[config.mk]
export PLATFORM = sky130hd
export DESIGN_NAME = rcoc_ctrl
export DESIGN_NICKNAME = d
export VERILOG_FILES = /design/src/logic/rcoc_ctrl.v /design/src/logic/rcoc_squelch.v
export VERILOG_INCLUDE_DIRS = /design/src /design/src/logic
export SDC_FILE = /design/constraint.sdc
export NUM_CORES = 1
export LEC_CHECK = 0
export ABC_AREA = 1
export BUFFER_PORTS_ARGS = -buffer_cell sky130_fd_sc_hd__buf_2
export CAP_MARGIN = 20
export CORE_MARGIN = 3
export CORE_UTILIZATION = 41
export DETAILED_ROUTE_END_ITERATION = 10
export PLACE_DENSITY_LB_ADDON = 0.2
export REMOVE_ABC_BUFFERS = 1
export SLEW_MARGIN = 20
export SYNTH_ARGS = -nofsm -noshare
export SYNTH_HDL_FRONTEND = slang
export SYNTH_SLANG_ARGS = --single-unit
[constraint.sdc]
create_clock -name core_clk -period 1.7 [get_ports core_clk]
set_clock_uncertainty 0.15 [all_clocks]
set_input_delay 0.17 -clock core_clk [delete_from_list [all_inputs] [get_ports core_clk]]
set_output_delay 0.17 -clock core_clk [all_outputs]
set_load 0.03 [all_outputs]
[src/logic/rcoc_regs.vh]
`ifndef RCOC_REGS_VH
`define RCOC_REGS_VH

// ==========================================================
// Register indices (byte address is four times the index)
`define RCOC_CTRL_IDX 8'h17
`define RCOC_STAT_IDX 8'h1F

// ==========================================================
// Control register field positions
`define RCOC_EN_BIT 15
`define RCOC_PORT_HI 14
`define RCOC_PORT_LO 11
`define RCOC_FREQ_HI 10
`define RCOC_FREQ_LO 8
`define RCOC_SQ_HI 5
`define RCOC_SQ_LO 4
`define RCOC_TYPE_HI 2
`define RCOC_TYPE_LO 0

// Reset value and mask of writable bits
`define RCOC_CTRL_RESET 16'h0000
`define RCOC_CTRL_WMASK 16'hFF37

// ==========================================================
// Source port codes
`define RCOC_PORT_ZERO 4'h0
`define RCOC_PORT_ONE 4'h1

// Output frequency codes
`define RCOC_FREQ_25 3'h0
`define RCOC_FREQ_125 3'h1
`define RCOC_FREQ_31P25 3'h2

// Squelch modes
`define RCOC_SQ_FULL 2'h0
`define RCOC_SQ_RELAXED 2'h1
`define RCOC_SQ_LINKDOWN 2'h2
`define RCOC_SQ_OFF 2'h3

// Clock type codes
`define RCOC_TYPE_SERIAL 3'h0
`define RCOC_TYPE_CU_RX 3'h1
`define RCOC_TYPE_CU_TX 3'h2

// ==========================================================
// Status register bit positions
`define RCOC_STAT_GATE 0
`define RCOC_STAT_EXTSQ 1
`define RCOC_STAT_LINK 2
`define RCOC_STAT_LEGAL 3
`define RCOC_STAT_ALLOW 4

`endif

[src/logic/rcoc_ctrl.v]
`timescale 1ns/1ns
`include "rcoc_regs.vh"

module rcoc_ctrl (
	// Clock and reset
	input wire core_clk,
	input wire rst,
	// APB slave
	input wire psel,
	input wire penable,
	input wire pwrite,
	input wire [7:0] paddr,
	input wire [31:0] pwdata,
	input wire [3:0] pstrb,
	output reg [31:0] prdata,
	output wire pready,
	output wire pslverr,
	// Per-port clock sources, bit n belongs to port n
	input wire [1:0] serialRecoveredClock,
	input wire [1:0] copperRecoveredClock,
	input wire [1:0] copper_transmit_clock,
	// Per-port link state
	input wire [1:0] linkUp,
	input wire [1:0] linkStable,
	input wire [1:0] master1000,
	input wire [1:0] tenBase,
	input wire [1:0] eeeMode,
	input wire [1:0] lpIdleRx,
	// External squelch pin
	input wire squelchIn,
	// Recovered clock output and its frequency request
	output reg recovered_clock_one_output,
	output reg [2:0] outputFreqSelect,
	output reg outputFreqValid
);

// ==========================================================
// Address decode
function addrHit;
	input [7:0] addr;
	input [7:0] index;
	begin
		addrHit = (addr == {index[5:0], 2'b00});
	end
endfunction

wire hitCtrl;
wire hitStat;
wire mapped;
wire setupPhase;
wire accessPhase;

assign hitCtrl = addrHit(paddr, `RCOC_CTRL_IDX);
assign hitStat = addrHit(paddr, `RCOC_STAT_IDX);
assign mapped = hitCtrl | hitStat;
assign setupPhase = psel & ~penable;
assign accessPhase = psel & penable;

// Zero wait states; unmapped addresses answer with an error
assign pready = 1'b1;
assign pslverr = accessPhase & ~mapped;

// ==========================================================
// Control register
reg [15:0] ctrlReg;
reg [15:0] next_ctrlReg;
reg [15:0] laneMask;

// Byte lanes 0 and 1 carry the register; reserved bits stay zero
always @* begin
	laneMask = {{8{pstrb[1]}}, {8{pstrb[0]}}} & `RCOC_CTRL_WMASK;
	next_ctrlReg = (ctrlReg & ~laneMask) | (pwdata[15:0] & laneMask);
end

// Write takes effect at the access edge
always @(posedge core_clk) begin
	if (rst) begin
		ctrlReg <= `RCOC_CTRL_RESET;
	end else if (accessPhase & pwrite & hitCtrl) begin
		ctrlReg <= next_ctrlReg;
	end
end

// ==========================================================
// Field extraction
wire clockEnable;
wire [3:0] portSelect;
wire [2:0] freqSelect;
wire [1:0] squelchMode;
wire [2:0] typeSelect;

assign clockEnable = ctrlReg[`RCOC_EN_BIT];
assign portSelect = ctrlReg[`RCOC_PORT_HI:`RCOC_PORT_LO];
assign freqSelect = ctrlReg[`RCOC_FREQ_HI:`RCOC_FREQ_LO];
assign squelchMode = ctrlReg[`RCOC_SQ_HI:`RCOC_SQ_LO];
assign typeSelect = ctrlReg[`RCOC_TYPE_HI:`RCOC_TYPE_LO];

// ==========================================================
// Source port choice
reg portLegal;
reg portIndex;

// Reserved port codes are flagged illegal and fall back to the index of port 0
always @* begin
	case (portSelect)
		`RCOC_PORT_ZERO: begin
			portLegal = 1'b1;
			portIndex = 1'b0;
		end
		`RCOC_PORT_ONE: begin
			portLegal = 1'b1;
			portIndex = 1'b1;
		end
		default: begin
			portLegal = 1'b0;
			portIndex = 1'b0;
		end
	endcase
end

// ==========================================================
// Clock type choice for the selected port
reg typeLegal;
reg sourceClock;

always @* begin
	case (typeSelect)
		`RCOC_TYPE_SERIAL: begin
			typeLegal = 1'b1;
			sourceClock = serialRecoveredClock[portIndex];
		end
		`RCOC_TYPE_CU_RX: begin
			typeLegal = 1'b1;
			sourceClock = copperRecoveredClock[portIndex];
		end
		`RCOC_TYPE_CU_TX: begin
			typeLegal = 1'b1;
			sourceClock = copper_transmit_clock[portIndex];
		end
		default: begin
			typeLegal = 1'b0;
			sourceClock = 1'b0;
		end
	endcase
end

// ==========================================================
// Output frequency choice
reg freqLegal;

always @* begin
	case (freqSelect)
		`RCOC_FREQ_25: begin
			freqLegal = 1'b1;
		end
		`RCOC_FREQ_125: begin
			freqLegal = 1'b1;
		end
		`RCOC_FREQ_31P25: begin
			freqLegal = 1'b1;
		end
		default: begin
			freqLegal = 1'b0;
		end
	endcase
end

// ==========================================================
// Squelch decision on the link state of the chosen port
wire clockAllowed;

rcoc_squelch squelchUnit (
	.squelchMode(squelchMode),
	.linkUp(linkUp[portIndex]),
	.linkStable(linkStable[portIndex]),
	.master1000(master1000[portIndex]),
	.tenBase(tenBase[portIndex]),
	.eeeMode(eeeMode[portIndex]),
	.lpIdleRx(lpIdleRx[portIndex]),
	.clockAllowed(clockAllowed)
);

// ==========================================================
// Output gate
wire sourceLegal;
wire gateOpen;

assign sourceLegal = portLegal & typeLegal & freqLegal;

// Pin squelch overrides enable and squelch mode alike
assign gateOpen = clockEnable & sourceLegal & clockAllowed &
	~squelchIn;

// Output held low whenever the gate is shut
always @(posedge core_clk) begin
	if (rst) begin
		recovered_clock_one_output <= 1'b0;
	end else begin
		recovered_clock_one_output <= gateOpen & sourceClock;
	end
end

// Frequency request to the output divider
always @(posedge core_clk) begin
	if (rst) begin
		outputFreqSelect <= `RCOC_FREQ_25;
		outputFreqValid <= 1'b0;
	end else begin
		outputFreqSelect <= freqSelect;
		outputFreqValid <= freqLegal & clockEnable;
	end
end

// ==========================================================
// Status word
wire [15:0] statusWord;

assign statusWord = {11'h000,
	clockAllowed,
	sourceLegal,
	linkUp[portIndex],
	squelchIn,
	gateOpen};

// ==========================================================
// Read data, captured in the setup cycle
reg [31:0] readValue;

always @* begin
	if (hitCtrl) begin
		readValue = {16'h0000, ctrlReg};
	end else if (hitStat) begin
		readValue = {16'h0000, statusWord};
	end else begin
		readValue = 32'h00000000;
	end
end

always @(posedge core_clk) begin
	if (rst) begin
		prdata <= 32'h00000000;
	end else if (setupPhase & ~pwrite) begin
		prdata <= readValue;
	end
end

endmodule

[src/logic/rcoc_squelch.v]
`timescale 1ns/1ns
`include "rcoc_regs.vh"

// Decides from the link state of the chosen port whether the
// recovered clock may pass under the selected squelch mode.
module rcoc_squelch (
	// Squelch mode
	input wire [1:0] squelchMode,
	// Link state of the selected port
	input wire linkUp,
	input wire linkStable,
	input wire master1000,
	input wire tenBase,
	input wire eeeMode,
	input wire lpIdleRx,
	// Decision
	output reg clockAllowed
);

// ==========================================================
// Squelch decision
reg linkGood;

always @* begin
	linkGood = linkUp & linkStable;
	case (squelchMode)
		`RCOC_SQ_FULL: begin
			// Down, unstable, master, 10BASE-T or EEE all squelch
			clockAllowed = linkGood & ~master1000 & ~tenBase &
				~eeeMode;
		end
		`RCOC_SQ_RELAXED: begin
			// Master and 10BASE-T pass; EEE only with LP idle
			clockAllowed = linkGood & (~eeeMode | lpIdleRx);
		end
		`RCOC_SQ_LINKDOWN: begin
			clockAllowed = linkUp;
		end
		`RCOC_SQ_OFF: begin
			clockAllowed = 1'b1;
		end
		default: begin
			clockAllowed = 1'b0;
		end
	endcase
end

endmodule

==> flow_summary_export.csv <==
group,metric,value,unit
status,outcome,"completed",
clock_tree,clock_tree.htree_level_count,2,
pwr,total_power,1.69,mW
global_routing,largest_net_degree_at_the_start_of_global_routing,18,
die,fp.dieH,68.5,um
routing,wl_per_cell,10.6,um
yosys,synthCells,223,
clock_tree,worst_skew_pair.late_latency,0.28,ns
setup_path,critical_path_peak_fanout,4,
clock_tree,numCtsBuffers,5,
die,dieArea,0.00469,mm2
cells_and_area,num-nets-final,359,
pwr,static-leakage-power,0.992,nW
cells_and_area,finalNonFillerCells,340,
global_routing,grt_remaining_overflow,0,
yosys,most_frequently_used_cell_type_in_the_post_synthesis_netlist,"nand2_1",
yosys,synth_async_sr_flop_share,0,%
global_routing,grt_most_used_layer,"met2",
yosys,synth_cell_types,24,
yosys,synth.top_cell.area_share,40.1,%
global_routing,groute.layer.met1.usage,20.6,%
clock_tree,cts_tree,"built",
cells_and_area,post_route_cells_drive_above_1_share,30.1,%
yosys,yosysWarningCount,0,
clock_tree,clk_pin_slew,0.07,ns
routing,number_of_iterations_in_the_first_detailed_routing_pass,4,
sta,final-setup-viol-count,0,
sta,timing.final.hold_violations,0,
placement,dp.cells,331,
pwr,power.density,844,mW/mm2
routing,drt_drc_violations_left,0,
cells_and_area,final_standard_cell_area_without_fillers,0.00201,mm2
global_routing,globalRouteTotalUtil,16.1,%
setup_path,endpoint_kind,"flop",
yosys,mean_cell_area_of_the_mapped_netlist,7.17,um2
routing,antenna_left,0,
die,ioPinCount,107,
sta,layout_worst_path_cycle_share,82.9,%
pwr,largest_vdd_supply_drop,344,uV
setup_path,register_to_register_setup_slack,0.29,ns
routing,drt-initial-drc-count,69,
die,placeableCoreArea,0.00372,mm2
global_routing,groute.layer.met3.usage,4.27,%
die,start_util,43.0,%
setup_path,critPathArrivalTime,1.47,ns
flow_run,max-cap-violations,0,
yosys,syn-cell-area,0.00160,mm2
placement,place_congestion,0.830,
yosys,synth_flop_cell,"dfxtp_1",
sta,final_max_slew_viol_count,0,
sta,timing.fmax,710,MHz
yosys,synth_edf_count,0,
yosys,synth_commonest_cells,"33 x nand2_1, 32 x dfxtp_1, 27 x a21oi_1, 25 x inv_1, 24 x o21ai_0",
setup_path,startpoint_type,"flop",
cells_and_area,fillCellCount,404,
cells_and_area,area_overhead_vs_synth,25.5,%
placement,port-buffer-count,66,
placement,post_dp_cell_area,0.00189,mm2
yosys,seq_total_area_yosys,40.1,%
setup_path,worstSetupPathType,"flop to flop",
routing,routed_wl,3590,um
global_routing,first_global_vias,1315,
sta,time_the_worst_path_needs_with_i_o_delays_and_setup,1.41,ns
cells_and_area,num_antenna_cells,0,
clock_tree,clock_tree.root_cell,"clkbuf_8",
die,dieWidth,68.5,um
routing,via_count,1514,
placement,preCtsSetupSlack,0.216,ns
clock_tree,postCtsSetupRepairBufs,0,
setup_path,critPathRequiredTime,1.76,ns
global_routing,grtUsageMet2,26.3,%
clock_tree,cts_sinks,32,
global_routing,wire_length_of_the_first_global_routing_pass,5690,um
yosys,synth_top_area_cell,"dfxtp_1",
clock_tree,clock_tree.buffer_depth,2,
placement,detailed_place_hpwl,2840,um
sta,tns,0,ns
sta,rsz0062_at_grt,"false",
yosys,synth.area.top_cells,"dfxtp_1 40%, buf_4 10%, a21oi_1 8.5%, nand2_1 7.7%, o21ai_0 7.5%",
routing,avgViaCountPerCell,4.45,
min_path,holdCritPathClass,"primary input to flop",
yosys,yosys_register_bits,32,
die,rows,22,
global_routing,antenna_found_initial,0,
sta,postLayoutSetupSlackWorst,0.291,ns
path summary, 6_finish.rpt:
path | start | to | cells after the start
hold / removal | pwdata[14] | flop | 3
hold reg to reg | flop | outputFreqValid$_SDFF_PP0_ | 2
setup reg to reg | flop | prdata[4]$_SDFFE_PP0P_ | 7
setup / recovery | flop | prdata[4]$_SDFFE_PP0P_ | 7
layout make-up:
cell class                 instances  area, um2  share of cell area (%)
timing repair buffer              70        363                    18.1
clock inverter                     3       42.5                    2.12
clock buffer                       5       68.8                    3.43
sequential                        32        641                    31.9
multi-input combinational        156        733                    36.5
tap                               48       60.1                    2.99
inverter                          26       98.8                    4.93
critical path, cell delays in order (launching register included):
cell	delay, ns
dfxtp_1	0.32
nor2_1	0.15
inv_1	0.08
nor2_2	0.17
nand3_1	0.10
nand3_1	0.13
nand3_1	0.09
a21oi_1	0.14
repair_timing:
| action | CTS | global route |
|---|---|---|
| resized for setup | 0 | 0 |
| hold buffers | 1 | 0 |
| hold endpoints to repair | 1 | 0 |
per-stage QoR:
step | hold WS (ns) | utilization (%)
after floorplan | 0.0891 | -
after global placement | 0.282 | 50.7
after detailed placement | 0.288 | 50.7
after CTS | 0.00306 | 54.0
after global routing | 0.0237 | 54.0
final | 0.00516 | 54.0
cell families (layout without fill, tap and decap cells):
kind of cell / count (synthesis) / in the layout / share of synthesized area [%]
buf+inv: 52 / 104 / 18.1
compound gates: 56 / 56 / 18.6
other cells: 2 / 19 / 0.470
simple gates: 81 / 81 / 22.8
flops: 32 / 32 / 40.1
routing by layer:
| layer | share of wire (%) | up-vias | routed length (um) |
|---|---|---|---|
| met1 | 45 | 641 | 1630 |
| met4 | 0.75 | 0 | 27 |
| met2 | 45 | 54 | 1630 |
| met5 | 0 | - | 0 |
| met3 | 8.3 | 2 | 298 |
| li1 | - | 817 | - |
cells in the final DEF (no fill, tap or decap):
cell type and count:
clkinvlp_4 1, a21oi_2 2, buf_2 66, dfxtp_1 32
nand4_1 2, buf_4 3, nor3_1 4, nand3_2 1
o21bai_1 1, inv_1 25, nand2_2 2, nor2_1 23
nand3_1 13, bufinv_16 1, nand3_4 1, dlygate4sd3_1 1
nor3_2 1, o21ai_0 24, a21oi_1 27, nor2_2 1
clkinv_2 2, clkbuf_8 5, nand2_1 33, o21ai_2 2
conb_1 19
power breakdown:
group | total, mW | switching (mW) | internal [mW]
logic | 0.214 | 0.145 | 0.0688
clock network | 0.714 | 0.281 | 0.433
registers | 0.766 | 0.00510 | 0.761
No activity file was read; power rests on OpenSTA's default activity.
